==> src/dps_map.vh <==
`ifndef DPS_MAP_VH
`define DPS_MAP_VH

// clock and timing
`define DPS_CORE_CLK_KHZ   25000
`define DPS_NV_WRITE_MS    20
`define DPS_NV_CNT_W       20

// serial framing
`define DPS_BYTE_BITS      8
`define DPS_BITCNT_LAST    3'h7

// instruction byte fields
`define DPS_OP_MSB         7
`define DPS_OP_LSB         5
`define DPS_ADDR_MSB       4
`define DPS_ADDR_LSB       0
`define DPS_OP_READ        3'h3
`define DPS_OP_WRITE       3'h6

// register addresses
`define DPS_ADDR_WIPER0    5'h00
`define DPS_ADDR_WIPER1    5'h01
`define DPS_ADDR_GP_FIRST  5'h02
`define DPS_ADDR_GP_LAST   5'h0E
`define DPS_ADDR_RSVD      5'h0F
`define DPS_ADDR_ACR       5'h10

// access control register bits
`define DPS_ACR_VOL        7
`define DPS_ACR_SHDN       6
`define DPS_ACR_WIP        5
`define DPS_ACR_SDO_OD     1
`define DPS_ACR_WMASK      8'hC2
`define DPS_ACR_RESET      8'h40

// wiper and stored values at reset
`define DPS_WIPER_RESET    8'h80
`define DPS_IVR_RESET      8'h80

// data path buffer
`define DPS_FIFO_WIDTH     8
`define DPS_FIFO_DEPTH     32
`define DPS_FIFO_AW        5

`endif

==> src/dps_spi_port.v <==
`timescale 1ns/1ps
`include "dps_map.vh"
module dps_spi_port #(
	parameter NV_WRITE_CYCLES = `DPS_NV_WRITE_MS * `DPS_CORE_CLK_KHZ
) (
	input  wire       core_clk,         // 25 MHz core clock
	input  wire       reset,            // async, active high
	input  wire       sck,              // serial clock pin
	input  wire       cs_n,             // chip select pin, low active
	input  wire       sdi,              // serial data in pin
	output reg        sdo_out,          // serial data out level
	output reg        sdo_oe,           // serial data out enable
	output reg  [7:0] wiper0_code,      // wiper code register 0
	output reg  [7:0] wiper1_code,      // wiper code register 1
	output reg        dcp_enable,       // low forces shutdown
	output reg        active_mode,      // high when not in standby
	output reg        nv_write_pending  // stored write running
);
	localparam [1:0] EX_IDLE  = 2'h0;
	localparam [1:0] EX_DRAIN = 2'h1;
	localparam [1:0] EX_FLUSH = 2'h2;
	localparam [7:0] ACR_RST  = `DPS_ACR_RESET;

	// input synchronisers
	reg [1:0] sck_sync_reg;
	reg [1:0] cs_sync_reg;
	reg [1:0] sdi_sync_reg;
	reg       sck_prev_reg;
	reg       cs_prev_reg;

	// serial engine
	reg       armed_reg;
	reg [2:0] bit_cnt_reg;
	reg       inst_done_reg;
	reg [7:0] rx_reg;
	reg [7:0] inst_reg;
	reg [7:0] tx_reg;
	reg       tx_bit_reg;

	// executor
	reg [1:0] ex_state_reg;
	reg [4:0] ex_addr_reg;
	reg       ex_nv_reg;
	reg       nv_start_reg;

	// register storage
	reg [7:0] acr_reg;
	reg [7:0] ivr0_reg;
	reg [7:0] ivr1_reg;
	reg [7:0] gp_mem [0:15];

	wire       sck_s     = sck_sync_reg[1];
	wire       cs_s      = cs_sync_reg[1];
	wire       sdi_s     = sdi_sync_reg[1];
	wire       sck_rise  = sck_s & ~sck_prev_reg;
	wire       sck_fall  = ~sck_s & sck_prev_reg;
	wire       cs_fall   = ~cs_s & cs_prev_reg;
	wire       cs_rise   = cs_s & ~cs_prev_reg;
	wire       selected  = armed_reg & ~cs_s;
	wire       nv_busy;
	wire [7:0] rx_next   = {rx_reg[6:0], sdi_s};
	wire       byte_done = selected & sck_rise &
	                       (bit_cnt_reg == `DPS_BITCNT_LAST);
	wire [2:0] op        = inst_reg[`DPS_OP_MSB:`DPS_OP_LSB];
	wire [4:0] addr      = inst_reg[`DPS_ADDR_MSB:`DPS_ADDR_LSB];
	wire [2:0] rx_op     = rx_next[`DPS_OP_MSB:`DPS_OP_LSB];
	wire [4:0] rx_addr   = rx_next[`DPS_ADDR_MSB:`DPS_ADDR_LSB];
	wire       vol       = acr_reg[`DPS_ACR_VOL];
	wire       open_drn  = acr_reg[`DPS_ACR_SDO_OD];
	wire       is_gp     = (ex_addr_reg >= `DPS_ADDR_GP_FIRST) &&
	                       (ex_addr_reg <= `DPS_ADDR_GP_LAST);

	wire       fifo_in_valid;
	wire       fifo_out_valid;
	wire       fifo_out_ready;
	wire [7:0] fifo_out_data;

	// data bytes of a write frame queue until chip select rises
	// a full queue refuses the push, so bytes past its depth are lost
	assign fifo_in_valid  = byte_done & inst_done_reg &
	                        (op == `DPS_OP_WRITE);
	assign fifo_out_ready = (ex_state_reg != EX_IDLE);

	dps_fifo #(
		.WIDTH (`DPS_FIFO_WIDTH),
		.DEPTH (`DPS_FIFO_DEPTH),
		.AW    (`DPS_FIFO_AW)
	) u_fifo (
		.clk       (core_clk),
		.reset     (reset),
		.clear     (1'b0),
		.in_valid  (fifo_in_valid),
		.in_ready  (),
		.in_data   (rx_next),
		.out_valid (fifo_out_valid),
		.out_ready (fifo_out_ready),
		.out_data  (fifo_out_data)
	);

	dps_nv_timer #(
		.CYCLES (NV_WRITE_CYCLES)
	) u_nv_timer (
		.clk   (core_clk),
		.reset (reset),
		.start (nv_start_reg),
		.busy  (nv_busy)
	);

	// chip select syncs reset low so a select held over reset arms nothing
	always @(posedge core_clk or posedge reset) begin
		if (reset) begin
			sck_sync_reg <= 2'h0;
			cs_sync_reg  <= 2'h0;
			sdi_sync_reg <= 2'h0;
			sck_prev_reg <= 1'b0;
			cs_prev_reg  <= 1'b0;
		end else begin
			sck_sync_reg <= {sck_sync_reg[0], sck};
			cs_sync_reg  <= {cs_sync_reg[0], cs_n};
			sdi_sync_reg <= {sdi_sync_reg[0], sdi};
			sck_prev_reg <= sck_s;
			cs_prev_reg  <= cs_s;
		end
	end

	// serial receive and transmit
	always @(posedge core_clk or posedge reset) begin
		if (reset) begin
			armed_reg       <= 1'b0;
			bit_cnt_reg     <= 3'h0;
			inst_done_reg   <= 1'b0;
			rx_reg          <= 8'h00;
			inst_reg        <= 8'h00;
			tx_reg          <= 8'h00;
			tx_bit_reg      <= 1'b0;
		end else begin
			if (cs_fall)
				armed_reg <= 1'b1;
			if (cs_rise) begin
				bit_cnt_reg     <= 3'h0;
				inst_done_reg   <= 1'b0;
				tx_bit_reg      <= 1'b0;
			end else if (selected && sck_rise) begin
				rx_reg      <= rx_next;
				bit_cnt_reg <= bit_cnt_reg + 1'b1;
				if (bit_cnt_reg == `DPS_BITCNT_LAST) begin
					if (!inst_done_reg) begin
						inst_reg      <= rx_next;
						inst_done_reg <= 1'b1;
						if (rx_op == `DPS_OP_READ)
							tx_reg <= read_value(rx_addr);
					end else if (op == `DPS_OP_READ) begin
						tx_reg <= read_value(addr);
					end
				end
			end else if (selected && sck_fall && inst_done_reg &&
			             op == `DPS_OP_READ) begin
				tx_bit_reg <= tx_reg[7];
				tx_reg     <= {tx_reg[6:0], 1'b0};
			end
		end
	end

	// output driver: flops only, released when not selected
	always @(posedge core_clk or posedge reset) begin
		if (reset) begin
			sdo_out <= 1'b0;
			sdo_oe  <= 1'b0;
		end else if (!selected) begin
			sdo_out <= 1'b0;
			sdo_oe  <= 1'b0;
		end else if (open_drn) begin
			sdo_out <= 1'b0;
			sdo_oe  <= ~tx_bit_reg;
		end else begin
			sdo_out <= tx_bit_reg;
			sdo_oe  <= 1'b1;
		end
	end

	// power state follows selection and the stored write
	always @(posedge core_clk or posedge reset) begin
		if (reset) begin
			active_mode      <= 1'b0;
			nv_write_pending <= 1'b0;
		end else begin
			active_mode      <= selected | nv_busy;
			nv_write_pending <= nv_busy;
		end
	end

	// executor: replays queued data bytes after chip select rises
	always @(posedge core_clk or posedge reset) begin
		if (reset) begin
			ex_state_reg <= EX_IDLE;
			ex_addr_reg  <= 5'h00;
			ex_nv_reg    <= 1'b0;
			nv_start_reg <= 1'b0;
			acr_reg      <= `DPS_ACR_RESET;
			wiper0_code  <= `DPS_WIPER_RESET;
			wiper1_code  <= `DPS_WIPER_RESET;
			ivr0_reg     <= `DPS_IVR_RESET;
			ivr1_reg     <= `DPS_IVR_RESET;
			dcp_enable   <= ACR_RST[`DPS_ACR_SHDN];
		end else begin
			nv_start_reg <= 1'b0;
			dcp_enable   <= acr_reg[`DPS_ACR_SHDN];
			case (ex_state_reg)
			EX_IDLE: begin
				ex_nv_reg <= 1'b0;
				if (cs_rise && armed_reg && fifo_out_valid) begin
					ex_addr_reg <= addr;
					// writes are refused while a stored write runs
					if (inst_done_reg && op == `DPS_OP_WRITE &&
					    !nv_busy)
						ex_state_reg <= EX_DRAIN;
					else
						ex_state_reg <= EX_FLUSH;
				end
			end
			EX_DRAIN: begin
				if (fifo_out_valid) begin
					case (ex_addr_reg)
					`DPS_ADDR_WIPER0: begin
						wiper0_code <= fifo_out_data;
						if (!vol) begin
							ivr0_reg  <= fifo_out_data;
							ex_nv_reg <= 1'b1;
						end
					end
					`DPS_ADDR_WIPER1: begin
						wiper1_code <= fifo_out_data;
						if (!vol) begin
							ivr1_reg  <= fifo_out_data;
							ex_nv_reg <= 1'b1;
						end
					end
					`DPS_ADDR_ACR: begin
						acr_reg <= fifo_out_data & `DPS_ACR_WMASK;
					end
					default: begin
						if (is_gp && !vol)
							ex_nv_reg <= 1'b1;
					end
					endcase
				end else begin
					nv_start_reg <= ex_nv_reg;
					ex_state_reg <= EX_IDLE;
				end
			end
			EX_FLUSH: begin
				if (!fifo_out_valid)
					ex_state_reg <= EX_IDLE;
			end
			default: ex_state_reg <= EX_IDLE;
			endcase
		end
	end

	// general purpose storage holds no reset: it models stored memory
	always @(posedge core_clk) begin
		if (ex_state_reg == EX_DRAIN && fifo_out_valid && is_gp && !vol)
			gp_mem[ex_addr_reg[3:0]] <= fifo_out_data;
	end

	// value shifted out for a read of the given address
	function [7:0] read_value;
		input [4:0] a;
		begin
			if (a == `DPS_ADDR_ACR)
				read_value = acr_reg |
				             ({7'h00, nv_busy} << `DPS_ACR_WIP);
			else if (nv_busy)
				read_value = 8'h00;
			else if (a == `DPS_ADDR_WIPER0)
				read_value = vol ? wiper0_code : ivr0_reg;
			else if (a == `DPS_ADDR_WIPER1)
				read_value = vol ? wiper1_code : ivr1_reg;
			else if (a >= `DPS_ADDR_GP_FIRST && a <= `DPS_ADDR_GP_LAST &&
			         !vol)
				read_value = gp_mem[a[3:0]];
			else
				read_value = 8'h00;
		end
	endfunction
endmodule

==> src/dps_fifo.v <==
`timescale 1ns/1ps
module dps_fifo #(
	parameter WIDTH = 8,
	parameter DEPTH = 32,
	parameter AW    = 5
) (
	input  wire             clk,       // core clock
	input  wire             reset,     // async, active high
	input  wire             clear,     // drop all contents
	input  wire             in_valid,  // write request
	output wire             in_ready,  // room available
	input  wire [WIDTH-1:0] in_data,   // write data
	output wire             out_valid, // data available
	input  wire             out_ready, // read acknowledge
	output wire [WIDTH-1:0] out_data   // head of queue
);
	reg [WIDTH-1:0] mem [0:DEPTH-1];
	reg [AW-1:0]    wr_ptr_reg;
	reg [AW-1:0]    rd_ptr_reg;
	reg [AW:0]      count_reg;
	wire            push;
	wire            pop;

	assign in_ready  = (count_reg != DEPTH[AW:0]);
	assign out_valid = (count_reg != {(AW+1){1'b0}});
	assign out_data  = mem[rd_ptr_reg];
	assign push      = in_valid & in_ready & ~clear;
	assign pop       = out_valid & out_ready & ~clear;

	always @(posedge clk) begin
		if (push)
			mem[wr_ptr_reg] <= in_data;
	end

	always @(posedge clk or posedge reset) begin
		if (reset) begin
			wr_ptr_reg <= {AW{1'b0}};
			rd_ptr_reg <= {AW{1'b0}};
			count_reg  <= {(AW+1){1'b0}};
		end else if (clear) begin
			wr_ptr_reg <= {AW{1'b0}};
			rd_ptr_reg <= {AW{1'b0}};
			count_reg  <= {(AW+1){1'b0}};
		end else begin
			if (push)
				wr_ptr_reg <= wr_ptr_reg + 1'b1;
			if (pop)
				rd_ptr_reg <= rd_ptr_reg + 1'b1;
			if (push & ~pop)
				count_reg <= count_reg + 1'b1;
			else if (pop & ~push)
				count_reg <= count_reg - 1'b1;
		end
	end
endmodule

==> src/dps_nv_timer.v <==
`timescale 1ns/1ps
`include "dps_map.vh"
module dps_nv_timer #(
	parameter CYCLES = 500000
) (
	input  wire clk,   // core clock
	input  wire reset, // async, active high
	input  wire start, // one-cycle start pulse
	output reg  busy   // write cycle running
);
	localparam integer              LAST_I = CYCLES - 1;
	localparam [`DPS_NV_CNT_W-1:0] LAST   = LAST_I[`DPS_NV_CNT_W-1:0];
	reg [`DPS_NV_CNT_W-1:0] cnt_reg;

	// start while busy is ignored: one cycle at a time
	always @(posedge clk or posedge reset) begin
		if (reset) begin
			busy    <= 1'b0;
			cnt_reg <= {`DPS_NV_CNT_W{1'b0}};
		end else if (!busy) begin
			if (start) begin
				busy    <= 1'b1;
				cnt_reg <= {`DPS_NV_CNT_W{1'b0}};
			end
		end else if (cnt_reg == LAST) begin
			busy <= 1'b0;
		end else begin
			cnt_reg <= cnt_reg + 1'b1;
		end
	end
endmodule

==> config.mk <==
export PLATFORM = sky130hd
export DESIGN_NAME = dps_spi_port
export DESIGN_NICKNAME = d
export VERILOG_FILES = /design/src/dps_spi_port.v /design/src/dps_fifo.v /design/src/dps_nv_timer.v
export VERILOG_INCLUDE_DIRS = /design/src /design/src/src
export SDC_FILE = /design/constraint.sdc
export NUM_CORES = 1
export LEC_CHECK = 0
export ABC_AREA = 1
export BUFFER_PORTS_ARGS = -buffer_cell sky130_fd_sc_hd__buf_2
export CORE_ASPECT_RATIO = 1.2
export CORE_UTILIZATION = 55
export DETAILED_ROUTE_END_ITERATION = 16
export PLACE_DENSITY = 0.71
export SYNTH_ARGS = -nofsm -noshare
export SYNTH_HDL_FRONTEND = slang
export SYNTH_SLANG_ARGS = --single-unit
export TNS_END_PERCENT = 30
==> constraint.sdc <==
create_clock -name core_clk -period 6.5 [get_ports core_clk]
set_input_delay 0.65 -clock core_clk [delete_from_list [all_inputs] [get_ports core_clk]]
set_output_delay 0.65 -clock core_clk [all_outputs]
set_load 0.03 [all_outputs]
==> impl_metrics.py <==
metrics = {
    "outcome": {
        "run_status": "completed",
    },
    "final_layout": {
        "num-fill-cells": 3218,
        "final_cells": 2836,
        "layout-drive-gt1-share": 0.0775,
        "final_common_cell": "nand2_1",
        "syn_to_final_growth_pct": 10.5,
        "seq_area_sq_um": 14600,
        "multi_input_area_sq_um": 6980,
        "nNetsFinal": 2276,
        "largest_reg_flops": 256,
        "layout_common_cells": "nand2_1, edfxtp_1, nor2_1, o21ai_0, nand3_1",
    },
    "power_and_ir_drop": {
        "ir_worst_vdd_mv": 0.220,
        "cellLeakagePower_nw": 9.81,
        "p_per_area_nw_per_um2": 287,
    },
    "timing": {
        "setup_tns_ps": 0,
        "hold_viol": 0,
        "slew_headroom": 0.128,
        "drv_slew": 0,
        "finalSetupViolations": 0,
        "period_minus_slack_ps": 3620,
        "fin_crit_sh": 0.557,
        "fin_skew_ps": 28.1,
        "rsz0062_at_grt": "false",
        "hold_ws_ps": 185,
        "fmaxAchievable_mhz": 276,
        "tightest_slew_ps": 1300,
    },
    "setup_path": {
        "crit_fanout": 70,
        "cp-start-kind": "register",
        "end_kind": "register",
        "critPathKind": "reg2reg",
        "worstPathArrival_ps": 4110,
        "cp.required_ps": 6990,
    },
    "synthesis": {
        "ys_ff_latch": 507,
        "synth-async-reset-ratio": 0.243,
        "syn_area_sq_um": 22600,
        "synth_top_cell_by_area": "edfxtp_1",
        "ys.flop_type": "edfxtp_1",
        "ys_top_cells_by_area": "edfxtp_1, dfrtp_1, nand2_1",
        "seq_area_frac_synth": 0.647,
        "synth.avg_cell_area_sq_um": 10.2,
        "yosys_warnings": 0,
        "netlist.area_leader.share": 0.510,
        "synth_edf_count": 384,
        "synth_cell_type_count": 47,
        "syn_inst": 2224,
    },
    "global_routing": {
        "grt_pass1_wl_microns": 91500,
        "gr-total-overflow": 0,
        "grt_start_max_net_pins": 71,
        "first_global_vias": 16100,
        "antenna_found_initial": 2,
        "grt_usage": 0.285,
    },
    "clock_network": {
        "cts-buffers-inserted": 50,
        "htree_num_levels": 2,
        "clock-root-buffer": "clkbuf_16",
        "clk_latency_ps": 590,
        "cts_resized": 0,
        "cts_setup_buffers": 0,
        "clkSinkCount": 507,
        "clockBufferDepth": 3,
        "cts_tree": "done",
        "holdBufCountCts": 0,
        "cts.reportedPaths.clkPinSlew_ps": 60,
    },
    "drt": {
        "viasPerCell": 5.86,
        "first_iter_violations": 1714,
        "num_vias": 16600,
        "drtPass1Iterations": 5,
        "wl_per_cell_microns": 20.9,
        "postRouteAntennaNets": 0,
        "drcViolationCount": 0,
        "postRouteWirelength_microns": 59200,
    },
    "min_path": {
        "hp-class": "in2reg",
    },
    "die": {
        "die_y_microns": 224,
        "row_count": 81,
        "dieArea_sq_um": 41900,
        "start_util": 0.556,
        "core-area_sq_um": 40600,
        "die_w_microns": 187,
        "pin_count": 26,
    },
    "place": {
        "numPortBuffers": 25,
        "placed_cells": 2741,
        "dp_hpwl_microns": 38200,
        "gp_congestion": 0.918,
    },
    "run": {
        "cap_violations": 0,
    },
}
## layer usage
metal / GRT usage / share of wire / vias up
met5: 0 / 0.00022 / -
met4: 0.123 / 0.043 / 2
met3: 0.0407 / 0.067 / 152
met2: 0.506 / 0.51 / 743
met1: 0.346 / 0.38 / 8009
li1: - / - / 7699
## final cells by class
class                      instances  share of cell area
sequential                       507               0.585
multi-input combinational       1480               0.279
clock buffer                      70              0.0578
tap                              539              0.0270
inverter                         165              0.0251
clock inverter                    24              0.0126
timing repair buffer              50              0.0125
antenna                            1            0.000100
## kinds of logic after synthesis
group / Yosys count / share of synthesized area
AO/OA/AOI/OAI: 382 / 0.0958
XOR/XNOR: 15 / 0.00581
adder cells (fa/ha/maj): 17 / 0.00975
buffers and inverters: 260 / 0.0481
flip-flops: 507 / 0.647
multiplexers: 6 / 0.00266
other: 1 / 0.000166
AND/OR/NAND/NOR: 1036 / 0.191
## power breakdown
| part | internal [mW] | leakage [nW] | switching (mW) |
|---|---|---|---|
| Clock | 1.83 | 0.867 | 1.23 |
| Sequential | 3.59 | 5.19 | 0.0322 |
| Combinational | 0.112 | 3.76 | 0.369 |
| Total | 5.53 | 9.81 | 1.63 |
## stage by stage
stage	cell area [sq um]	total power [mW]	setup WS, ps	utilization
global placement	23200	4.15	3100	0.571
global route	25000	7.36	2750	0.615
finish	25000	7.16	2880	0.615
detailed placement	23200	4.16	3020	0.571
CTS	25000	7.18	3000	0.615
floorplan	22700	3.96	2590	-
## critical path: stages (launching register included)
cell      delay (ps)
dfrtp_2          340
buf_4            630
inv_2            560
nor2_2           630
buf_4            390
nand3_1          220
o21ai_0          220
o21bai_1         150
nand2_1           70
nand2_1           60
nand3_1           60
a21oi_1          120
## worst paths after layout
kind	from	end	slack (ps)	cells past startpoint
hold reg to reg	sck_sync_reg[0]$_DFF_PP0_	sck_sync_reg[1]$_DFF_PP0_	350	0
min in group asynchronous	reset	u_nv_timer.cnt_reg[19]$_DFFE_PP0P_	250	2
setup reg to reg	sdi_sync_reg[1]$_DFF_PP0_	tx_reg[6]$_DFFE_PP0P_	2880	11
max in group asynchronous	reset	sdi_sync_reg[1]$_DFF_PP0_	4920	3
setup / recovery	sdi_sync_reg[1]$_DFF_PP0_	tx_reg[6]$_DFFE_PP0P_	2880	11
hold / removal	cs_n	cs_sync_reg[0]$_DFF_PP0_	180	1
## cell usage after synthesis, types with 8 or more instances
master and n:
buf_2 34, nand3_1 164, nand2_1 578, clkbuf_1 41, nor2_1 221, nor3_1 17, dfrtp_1 117, o21ai_0 202
a21oi_1 51, o21bai_1 8, o211ai_1 8, inv_2 10, nand4_1 27, inv_1 149, ha_1 16, buf_4 15
o21ai_1 20, xor2_1 13, o221ai_1 34, edfxtp_1 384, o22ai_1 40, a31oi_1 13
(Power assumes the default switching activity.)
